`src/hdl/sfx_pkg.sv`:
```
package sfx_pkg;

  // Width of the flag mask and of the class code
  localparam int SFX_FLAG_W = 6;
  localparam int SFX_CLASS_W = 5;

  // Bit positions in the flag mask, invalid first down to precision last
  localparam int SFX_BIT_INVALID = 5;
  localparam int SFX_BIT_DENORMAL = 4;
  localparam int SFX_BIT_DIVZERO = 3;
  localparam int SFX_BIT_OVERFLOW = 2;
  localparam int SFX_BIT_UNDERFLOW = 1;
  localparam int SFX_BIT_PRECISION = 0;

  // Immediate bit that suppresses precision on round-to-integral
  localparam int SFX_IMM_W = 8;
  localparam int SFX_IMM_SUPPRESS_BIT = 3;

  // Reset value of the registered flag mask
  localparam logic [5:0] SFX_MASK_RESET = 6'h00;

  // Ready-made masks
  localparam logic [5:0] SFX_MASK_NONE = 6'h00;
  localparam logic [5:0] SFX_MASK_ARITH = 6'h37;
  localparam logic [5:0] SFX_MASK_ROUND = 6'h21;
  localparam logic [5:0] SFX_MASK_PREC = 6'h01;

  // Decoded instruction classes handed over by the decoder
  typedef enum logic [4:0] {
    sfx_other_class = 5'h00,
    alt_addsub_packed_double = 5'h01,
    alt_addsub_packed_single = 5'h02,
    horiz_add_packed_double = 5'h03,
    horiz_add_packed_single = 5'h04,
    horiz_sub_packed_double = 5'h05,
    horiz_sub_packed_single = 5'h06,
    unaligned_wide_int_load = 5'h07,
    double_dup_move = 5'h08,
    single_high_dup_move = 5'h09,
    single_low_dup_move = 5'h0a,
    sfx_int_vector_group = 5'h0b,
    round_packed_double = 5'h0c,
    round_packed_single = 5'h0d,
    round_scalar_double = 5'h0e,
    round_scalar_single = 5'h0f,
    dot_product_double = 5'h10,
    dot_product_single = 5'h11,
    sfx_gen4_other = 5'h12
  } sfx_class_t;

endpackage

```
`src/hdl/sfx_classifier.sv`:
```
// Notes on behaviour
// - Alternating add/sub: all flags except divide-by-zero
// - Horizontal add/sub: all flags except divide-by-zero
// - Unaligned load and duplicating moves raise nothing
// - Integer vector extension group raises nothing
// - Round: invalid; precision only if imm bit3 clear
// - Dot product: all flags except divide-by-zero; other fourth-generation instructions raise nothing
`timescale 1ns/100ps
// Exception classifier for decoded floating-point vector instructions.
// The decoder hands over one class code per request, with the
// instruction's immediate byte alongside; the block answers with the
// set of floating-point exception flags that instruction may raise.
// The lookup is combinational, but the mask is registered so that the
// downstream flag-merging logic sees a value steady for a whole cycle.
// Latency is one cycle. mask_valid pulses once per accepted request and
// may stay high for back-to-back requests; flag_mask holds the mask of
// the last accepted request until the next one arrives.
// The immediate only matters for the round-to-integral classes, where
// one bit silences the precision flag; other classes ignore it.
// Codes beyond the last defined class are answered with an empty mask,
// the same as any class that never touches floating-point values.
// Nothing here is ever refused, so there is no back-pressure.
module sfx_classifier
  import sfx_pkg::*;
(
  input wire logic sys_clk,
  input wire logic rstn,
  input wire logic op_valid,
  input wire logic [4:0] op_class,
  input wire logic [7:0] op_imm,
  output logic mask_valid,
  output logic [5:0] flag_mask
);

  // Class code as the enumeration; undefined codes still cast cleanly
  sfx_class_t cls;
  // Combinational mask for the class now presented
  logic [5:0] next_flag_mask;

  // Refuse a package whose widths no longer fit the fixed ports
  if (SFX_FLAG_W != 6 || SFX_CLASS_W != 5 || SFX_IMM_W != 8 ||
      SFX_IMM_SUPPRESS_BIT >= SFX_IMM_W) begin : g_width_check
    $error("Package widths do not fit the classifier ports");
  end

  // Reinterpret the raw code; no decoding happens here
  assign cls = sfx_class_t'(op_class);

  // True for classes that round to integral values
  function automatic logic is_round(input sfx_class_t c);
    begin
      is_round = (c == round_packed_double) ||
                 (c == round_packed_single) ||
                 (c == round_scalar_double) ||
                 (c == round_scalar_single);
    end
  endfunction

  // True for the add/sub style classes that never divide
  function automatic logic is_addsub(input sfx_class_t c);
    begin
      is_addsub = (c == alt_addsub_packed_double) ||
                  (c == alt_addsub_packed_single) ||
                  (c == horiz_add_packed_double) ||
                  (c == horiz_add_packed_single) ||
                  (c == horiz_sub_packed_double) ||
                  (c == horiz_sub_packed_single);
    end
  endfunction

  // True for loads and moves that only shuffle bits
  function automatic logic is_move(input sfx_class_t c);
    begin
      is_move = (c == unaligned_wide_int_load) ||
                (c == double_dup_move) ||
                (c == single_high_dup_move) ||
                (c == single_low_dup_move);
    end
  endfunction

  // True for the dot-product classes, used by the lookup and a check
  function automatic logic is_dot(input sfx_class_t c);
    begin
      is_dot = (c == dot_product_double) ||
               (c == dot_product_single);
    end
  endfunction

  // Class to mask lookup. The classes are disjoint, so the order of the
  // branches only matters for readability; the default of no flags is
  // set first so every path assigns the whole mask.
  always_comb begin
    // Nothing raised unless a branch below says otherwise
    next_flag_mask = SFX_MASK_NONE;
    if (is_addsub(cls)) begin
      // Arithmetic can raise all but divide-by-zero
      next_flag_mask = SFX_MASK_ARITH;
    end else if (is_dot(cls)) begin
      // Dot product multiplies then adds, so it never divides
      next_flag_mask = SFX_MASK_ARITH;
    end else if (is_round(cls)) begin
      // Invalid always possible, precision unless suppressed
      next_flag_mask = SFX_MASK_ROUND;
      // Suppress bit set: rounding stays silent about inexact results
      if (op_imm[SFX_IMM_SUPPRESS_BIT]) begin
        next_flag_mask[SFX_BIT_PRECISION] = 1'b0;
      end
    end else if (is_move(cls)) begin
      // Pure data movement
      next_flag_mask = SFX_MASK_NONE;
    end else if (cls == sfx_int_vector_group) begin
      // Integer-only elements
      next_flag_mask = SFX_MASK_NONE;
    end else begin
      // sfx_other_class, remaining fourth-generation and unknown codes
      next_flag_mask = SFX_MASK_NONE;
    end
  end

  // Output register for the mask; it holds between requests so that a
  // late reader still sees the mask of the last accepted instruction
  always_ff @(posedge sys_clk or negedge rstn) begin
    if (!rstn) begin
      // Reset clears the mask so nothing is flagged before the first op
      flag_mask <= SFX_MASK_RESET;
    end else if (op_valid) begin
      // Load only on a request; idle cycles keep the old mask
      flag_mask <= next_flag_mask;
    end
  end

  // Valid strobe follows the request by one cycle, one pulse per request
  always_ff @(posedge sys_clk or negedge rstn) begin
    if (!rstn) begin
      // No answer is pending while in reset
      mask_valid <= 1'b0;
    end else begin
      // Back-to-back requests keep the strobe high
      mask_valid <= op_valid;
    end
  end
endmodule

```
`config.mk`:
```
export PLATFORM = sky130hd
export DESIGN_NAME = sfx_classifier
export DESIGN_NICKNAME = d
export VERILOG_FILES = /design/src/hdl/sfx_pkg.sv /design/src/hdl/sfx_classifier.sv
export SDC_FILE = /design/constraint.sdc
export NUM_CORES = 1
export LEC_CHECK = 0
export CORE_AREA = 2 2 39 41
export CTS_BUF_LIST = sky130_fd_sc_hd__clkbuf_16
export CTS_CLUSTER_DIAMETER = 120
export DETAILED_ROUTE_END_ITERATION = 8
export DIE_AREA = 0 0 41 43
export DONT_BUFFER_PORTS = 1
export GPL_ROUTABILITY_DRIVEN = 0
export SETUP_SLACK_MARGIN = 0.3
export SYNTH_ARGS = -nofsm -noshare
export SYNTH_HDL_FRONTEND = slang
export SYNTH_SLANG_ARGS = --single-unit
```
`constraint.sdc`:
```
create_clock -name sys_clk -period 1.8 [get_ports sys_clk]
set_input_delay 0.36 -clock sys_clk [delete_from_list [all_inputs] [get_ports sys_clk]]
set_output_delay 0.36 -clock sys_clk [all_outputs]
set_load 0.1 [all_outputs]
```
==> impl_summary.log, run 1 <==
[metrics] fraction of synthesized cell area taken by the top area cell type: 48.5%
[metrics] horizontal die dimension: 41 µm
[metrics] Largest delay share family, worst path: flip-flops
[metrics] number of buffer and inverter instances along the worst setup path: 1
[metrics] critical hold path startpoint: op_valid
[metrics] overall via count from detail_route: 169
[metrics] vias in the first global route: 182
[metrics] post-layout instance area: 337 µm²
[metrics] Rows: 14
[metrics] Worst setup SP type: flop
[metrics] area taken by flip-flops and latches: 101 µm²
[metrics] layout cells sized above 1: 28.6%
[metrics] share of synthesized area occupied by flip-flops and latches: 48.5%
[metrics] CP Class: flop to output pin
[metrics] cell depth of the worst setup path: 1
[metrics] portion of total power attributed to sequential cells: 17.3%
[metrics] slowest stage cell, crit path: sky130_fd_sc_hd__dfrtp_2
[metrics] total number of yosys warnings: 0
[metrics] total core area: 1380 µm²
[metrics] cell-by-cell listing of the critical path: buf_12
[metrics] max capacitance violation total: 0
[metrics] internal power contribution: 0.000411 W
[metrics] worst-skew pair later-pin latency: 220 ps
[metrics] Antenna Nets Post-Route: 0
[metrics] cell area after technology mapping: 206 µm²
[metrics] number of slew-limit violations in the final report: 0
[metrics] CTS sink cnt: 4
[metrics] area of the die: 1760 µm²
[metrics] leakage power: 0.145 nW
[metrics] power dissipated by switching net loads: 0.000184 W
[metrics] final setup margin: 526 ps
[metrics] wire length after detailed routing: 436 µm
[metrics] unrepaired setup endpoints after global routing: no
[metrics] net count after synthesis: 38
[metrics] worst slack after detailed placement: 525 ps
[metrics] Switching Share: 30.9%
[metrics] post-synthesis register bit count: 4
[metrics] total grt overflow: 0
[metrics] height of the die: 43 µm
[metrics] layout filler cell count: 144
[metrics] post-CTS setup-driven buffer insertion count: 0
[metrics] data arrival time of the critical path: 910 ps
[metrics] sum of negative setup slack: 0 ps
[metrics] area of combinational cells with multiple inputs: 80.1 µm²
[metrics] proportion of power drawn by the clock network: 59.0%
[metrics] hold violation count in the final report: 0
[metrics] Inserted Clock Buffers: 3
[metrics] overall power of the completed layout: 0.000595 W
[metrics] cell count of the worst reg-to-reg path: 3
[metrics] largest net degree at the start of global routing: 8
[metrics] post-route fraction of the period consumed by the critical path: 70.8%
[metrics] maximum buffer depth of the clock tree: 2
[metrics] maximum operating frequency: 785 MHz
[metrics] Yosys top cell by area: sky130_fd_sc_hd__dfrtp_1
[metrics] largest stage delay on the critical path: 360 ps
[metrics] Gate power share: 23.6%
[metrics] depth of the worst hold-timing path: 0
[metrics] post-DR wirelength/cell: 9.91 µm
[metrics] number of H-tree levels: 1
[metrics] number of nets in the final layout: 45
[metrics] number of DRC markers after the initial detailed-route iteration: 2
[metrics] Root Buffer: sky130_fd_sc_hd__clkbuf_16
[metrics] number of instances in the synthesized netlist: 22
[metrics] Placed Instance Area: 248 µm²
[metrics] reg-to-reg startpoint: flag_mask[4]
[metrics] layout-stage area growth over the synthesis result: 63.0%
[metrics] drc violations: 0
[metrics] number of distinct standard cells referenced by the synthesized netlist: 14
[metrics] Critical Path RT: 1440 ps
[metrics] power density cells: 1770 nW/µm²
[metrics] first-pass GRT wire length: 641 µm
[metrics] initial core utilization: 14.9%
[metrics] antenna diode instance count: 0
[metrics] initial antenna violation count: 0
[metrics] number of vias per cell: 3.84
[metrics] Port Buffers: 0
[metrics] top cells by area, synth: sky130_fd_sc_hd__dfrtp_1 48%, sky130_fd_sc_hd__buf_4 11%, sky130_fd_sc_hd__o21ai_0 7.3%
[metrics] hold worst-path end: mask_valid
[metrics] Finish-stage setup viols: 0
[metrics] kind of capture point of the worst setup path: output pin
[metrics] Mean Syn Cell Area: 9.38 µm²
[metrics] Setup Skew: 0 ps
[metrics] drt pass-1 iters: 2
[metrics] CTS tree: done
[metrics] FF-to-FF setup slack: 810 ps
[metrics] Reg-to-Reg End: flag_mask[4]
[metrics] final critical-path required period: 1270 ps
[metrics] GRT Resource Usage Total: 6.13%
[metrics] maximum resistive drop on vdd: 282 µV
[metrics] register clock-pin slew on the reported worst setup and hold paths: 30 ps
[metrics] result of the run: finished, final reports clean
[metrics] Ports: 23
[metrics] largest fanout on the critical path: 4
[metrics] Worst Hold Class: input port to flop
[cells by family (layout without fill, tap and decap cells)]
family | count (synthesis) | in the layout | synth area share (%)
buf+inv | 4 | 10 | 12.7
other cells | 1 | 1 | 1.82
flops | 4 | 4 | 48.5
simple gates | 8 | 8 | 21.8
compound gates | 5 | 5 | 15.2
[cell usage in the layout, fill, tap and decap left out]
cell / instances
sky130_fd_sc_hd__dfrtp_1: 3
sky130_fd_sc_hd__nor2_1: 1
sky130_fd_sc_hd__buf_12: 1
sky130_fd_sc_hd__inv_1: 2
sky130_fd_sc_hd__clkbuf_16: 3
sky130_fd_sc_hd__or4_1: 1
sky130_fd_sc_hd__dlygate4sd3_1: 1
sky130_fd_sc_hd__buf_4: 3
sky130_fd_sc_hd__nor2b_1: 1
sky130_fd_sc_hd__o311ai_1: 1
sky130_fd_sc_hd__nand2_1: 1
sky130_fd_sc_hd__nand3_1: 1
sky130_fd_sc_hd__nand4_1: 1
sky130_fd_sc_hd__o21a_1: 1
sky130_fd_sc_hd__nand2b_1: 2
sky130_fd_sc_hd__o21ai_0: 3
sky130_fd_sc_hd__conb_1: 1
sky130_fd_sc_hd__dfrtp_2: 1
[area by class of cell]
cell class | count | area share (%)
clock inverter | 1 | 1.12
inverter | 1 | 1.12
multi-input combinational | 14 | 23.8
clock buffer | 3 | 22.3
sequential | 4 | 30.1
timing repair buffer | 5 | 15.6
tap | 16 | 5.95
[cell usage after synthesis]
cell type                  number
sky130_fd_sc_hd__nand2_1        1
sky130_fd_sc_hd__buf_4          3
sky130_fd_sc_hd__nor2_1         1
sky130_fd_sc_hd__nand4_1        1
sky130_fd_sc_hd__o21ai_0        3
sky130_fd_sc_hd__dfrtp_1        4
sky130_fd_sc_hd__conb_1         1
sky130_fd_sc_hd__nand3_1        1
sky130_fd_sc_hd__nand2b_1       2
sky130_fd_sc_hd__inv_1          1
sky130_fd_sc_hd__o311ai_1       1
sky130_fd_sc_hd__o21a_1         1
sky130_fd_sc_hd__or4_1          1
sky130_fd_sc_hd__nor2b_1        1
[registers in the layout, indices dropped and copies added, names as in the netlist]
register and flops:
flag_mask 3, mask_valid 1
[stage by stage]
| stage | hold WS [ps] | utilization, % | cells |
|---|---|---|---|
| 6_report | 167 | 24.3 | 44 |
| 5_1_grt | 161 | 24.3 | 44 |
| 4_1_cts | 163 | 24.3 | 44 |
| 3_5_place_dp | 64.5 | 17.9 | 39 |
| 3_3_place_gp | 64.5 | 17.9 | 39 |
| 2_1_floorplan | 64.4 | - | 22 |
[worst max path at each step]
stage,from,end,slack (ps)
CTS,flag_mask[4],flag_mask[2],520
global placement,op_class[4],flag_mask[0],540
finish,flag_mask[4],flag_mask[2],530
global route,flag_mask[4],flag_mask[2],510
detailed placement,op_class[4],flag_mask[0],530
floorplan,flag_mask[4],flag_mask[2],380
[timing repair]
action,4_1_cts,5_1_grt
gates resized for setup,0,0
hold buffers,1,0
hold endpoints to repair,4,0
[per-layer routing]
metal | vias up | routed length [µm] | global-route usage, %
li1 | 84 | - | -
met4 | 0 | 0 | 8.00
met1 | 69 | 169 | 5.48
met5 | - | 0 | 0
met3 | 0 | 73 | 4.71
met2 | 16 | 193 | 7.19
[power by group through the flow]
stage	combinational [W]	clock, W	sequential, W
finish	0.000141	0.000351	0.000103
global placement	0.000138	0	0.000104
detailed placement	0.000138	0	0.000104
floorplan	0.0000605	0	0.000166
CTS	0.000142	0.000357	0.000103
global route	0.000147	0.000364	0.000104
Note: power is estimated with default switching activity, not from simulation.
==> inputs of run 2 (changes only) <==
==> constraint.sdc (replaced) <==
create_clock -name sys_clk -period 1.26 [get_ports sys_clk]
set_input_delay 0.252 -clock sys_clk [delete_from_list [all_inputs] [get_ports sys_clk]]
set_output_delay 0.252 -clock sys_clk [all_outputs]
set_load 0.1 [all_outputs]
==> impl_summary.log, run 2 (same netlist as run 1, synthesis figures left out) <==
[metrics] vias in the first global route: 178 (-2.2%)
[metrics] maximum resistive drop on vdd: 436 µV (+55%)
[metrics] maximum buffer depth of the clock tree: 2 (unchanged)
[metrics] layout cells sized above 1: 33.3% (+4.8 points)
[metrics] layout-stage area growth over the synthesis result: 60.6%
[metrics] final standard cell utilization of the core: 24.0% (-0.36 points)
[metrics] Setup Skew: 0 ps (unchanged)
[metrics] result of the run: finished, final reports clean
[metrics] Critical Path RT: 1010 ps (-430 ps)
[metrics] number of vias per cell: 4.00 (+4.1%)
[metrics] initial antenna violation count: 0 (unchanged)
[metrics] flip-flop count of the largest register after layout: 3 (unchanged)
[metrics] largest stage delay on the critical path: 490 ps (+130 ps)
[metrics] internal power contribution: 0.000583 W (+42%)
[metrics] number of H-tree levels: 1 (unchanged)
[metrics] hold violation count in the final report: 0 (unchanged)
[metrics] max capacitance violation total: 0 (unchanged)
[metrics] antenna diode instance count: 0 (unchanged)
[metrics] number of nets in the final layout: 42 (-6.7%)
[metrics] drc violations: 0 (unchanged)
[metrics] horizontal die dimension: 41 µm (unchanged)
[metrics] register with the most flip-flops: flag_mask
[metrics] CP Class: flop to output pin
[metrics] top flop regs: flag_mask (3), mask_valid (1)
[metrics] Inserted Clock Buffers: 3 (unchanged)
[metrics] slowest stage cell, crit path: sky130_fd_sc_hd__dfrtp_4
[metrics] non-filler instance count after layout: 40 (-9.1%)
[metrics] Worst Hold Class: input port to flop
[metrics] number of slew-limit violations in the final report: 0 (unchanged)
[metrics] overall via count from detail_route: 160 (-5.3%)
[metrics] Rows: 14 (unchanged)
[metrics] wire length after detailed routing: 406 µm (-6.9%)
[metrics] number of DRC markers after the initial detailed-route iteration: 3 (+1)
[metrics] proportion of power drawn by the clock network: 58.2% (-0.8 points)
[metrics] data arrival time of the critical path: 970 ps (+60 ps)
[metrics] drt pass-1 iters: 2 (unchanged)
[metrics] power density cells: 2520 nW/µm² (+43%)
[metrics] area taken by flip-flops and latches: 115 µm² (+14%)
[metrics] height of the die: 43 µm (unchanged)
[metrics] largest fanout on the critical path: 3 (-1)
[metrics] GRT Resource Usage Total: 6.24% (+0.11 points)
[metrics] power dissipated by switching net loads: 0.000252 W (+37%)
[metrics] Largest delay share family, worst path: flip-flops
[metrics] leading cell type in the layout, fill and taps excluded: sky130_fd_sc_hd__dfrtp_4
[metrics] area of combinational cells with multiple inputs: 80.1 µm² (unchanged)
[metrics] portion of total power attributed to sequential cells: 26.9% (+9.6 points)
[metrics] initial core utilization: 14.9% (unchanged)
[metrics] post-route fraction of the period consumed by the critical path: 96.7%
[metrics] overall power of the completed layout: 0.000835 W (+40%)
[metrics] register clock-pin slew on the reported worst setup and hold paths: 30 ps (about the same)
[metrics] total grt overflow: 0 (unchanged)
[metrics] layout filler cell count: 149 (+3.5%)
[metrics] Ports: 23 (unchanged)
[metrics] total core area: 1380 µm² (unchanged)
[metrics] worst-skew pair later-pin latency: 220 ps (about the same)
[metrics] final critical-path required period: 1220 ps
[metrics] maximum operating frequency: 821 MHz
[metrics] Finish-stage setup viols: 0 (unchanged)
[metrics] unrepaired setup endpoints after global routing: yes
[metrics] CTS tree: done
[metrics] number of buffer and inverter instances along the worst setup path: 1 (unchanged)
[metrics] number of cells after detailed placement: 36 (-7.7%)
[metrics] Worst setup SP type: flop
[metrics] largest net degree at the start of global routing: 8 (unchanged)
[metrics] CTS sink cnt: 4 (unchanged)
[metrics] Switching Share: 30.2% (-0.77 points)
[metrics] kind of capture point of the worst setup path: output pin
[metrics] post-DR wirelength/cell: 10.2 µm (+2.4%)
[metrics] top library cells by usage in the layout, fill and taps aside: 4 x sky130_fd_sc_hd__dfrtp_4, 3 x sky130_fd_sc_hd__clkbuf_16, 2 x sky130_fd_sc_hd__o21ai_1, 2 x sky130_fd_sc_hd__nand2b_1
[metrics] first-pass GRT wire length: 648 µm (+1.1%)
[metrics] Antenna Nets Post-Route: 0 (unchanged)
[metrics] leakage power: 0.125 nW (-14%)
[metrics] sum of negative setup slack: 0 ps (unchanged)
[metrics] Root Buffer: sky130_fd_sc_hd__clkbuf_16
[metrics] cell-by-cell listing of the critical path: buf_16
[metrics] Gate power share: 14.9% (-8.7 points)
[metrics] Port Buffers: 0 (unchanged)
[metrics] area of the die: 1760 µm² (unchanged)
[run 2: cell count changes in the layout (fill, tap and decap cells not counted), sizes merged]
cell	before	now
buf	4	1
inv	2	1
[run 2: stage by stage]
step	setup slack [ps]	hold WS, ps	area [µm²]
2_1_floorplan	143	-43.6	229
3_3_place_gp	124	-43.5	231
6_report	41.7	59.6	332
3_5_place_dp	132	-43.5	231
4_1_cts	40.7	55.5	332
5_1_grt	28.7	51.4	332
[run 2: power by group through the flow]
stage                     clock network [W]  logic (W)  registers, W
after detailed placement                  0   0.000116      0.000220
after floorplan                           0  0.0000959      0.000243
final                              0.000486   0.000125      0.000225
after global routing               0.000513   0.000131      0.000226
after global placement                    0   0.000116      0.000220
after CTS                          0.000498   0.000125      0.000225
[run 2: cell type report]
type | instances | share of cell area, %
sequential | 4 | 34.7
multi-input combinational | 14 | 24.2
clock buffer | 3 | 22.6
timing repair buffer | 2 | 11.3
tap | 16 | 6.04
inverter | 1 | 1.13
[run 2: metal layers]
layer | vias to the layer above | track usage (%) | wire, µm
met3 | 2 | 3.14 | 65
met2 | 13 | 6.88 | 171
li1 | 76 | - | -
met4 | 0 | 10.0 | 17
met1 | 69 | 6.15 | 153
met5 | - | 0 | 0
[run 2: what timing repair did]
action | CTS | global route
buffers inserted | 0 | 0
hold endpoints to repair | 4 | 0
hold buffers | 1 | 0
setup endpoints to repair | 8 | 7
gates resized for setup | 4 | 0
[run 2: final timing paths]
path                               from            to  slack, ps  cells past startpoint
min reg2reg                flag_mask[4]  flag_mask[4]        630                      2
min in group asynchronous          rstn  flag_mask[4]        300                      1
max reg2reg                flag_mask[0]  flag_mask[0]        300                      2
min                            op_valid    mask_valid         60                      0
max                        flag_mask[4]  flag_mask[1]         40                      1
max in group asynchronous          rstn  flag_mask[5]        770                      1
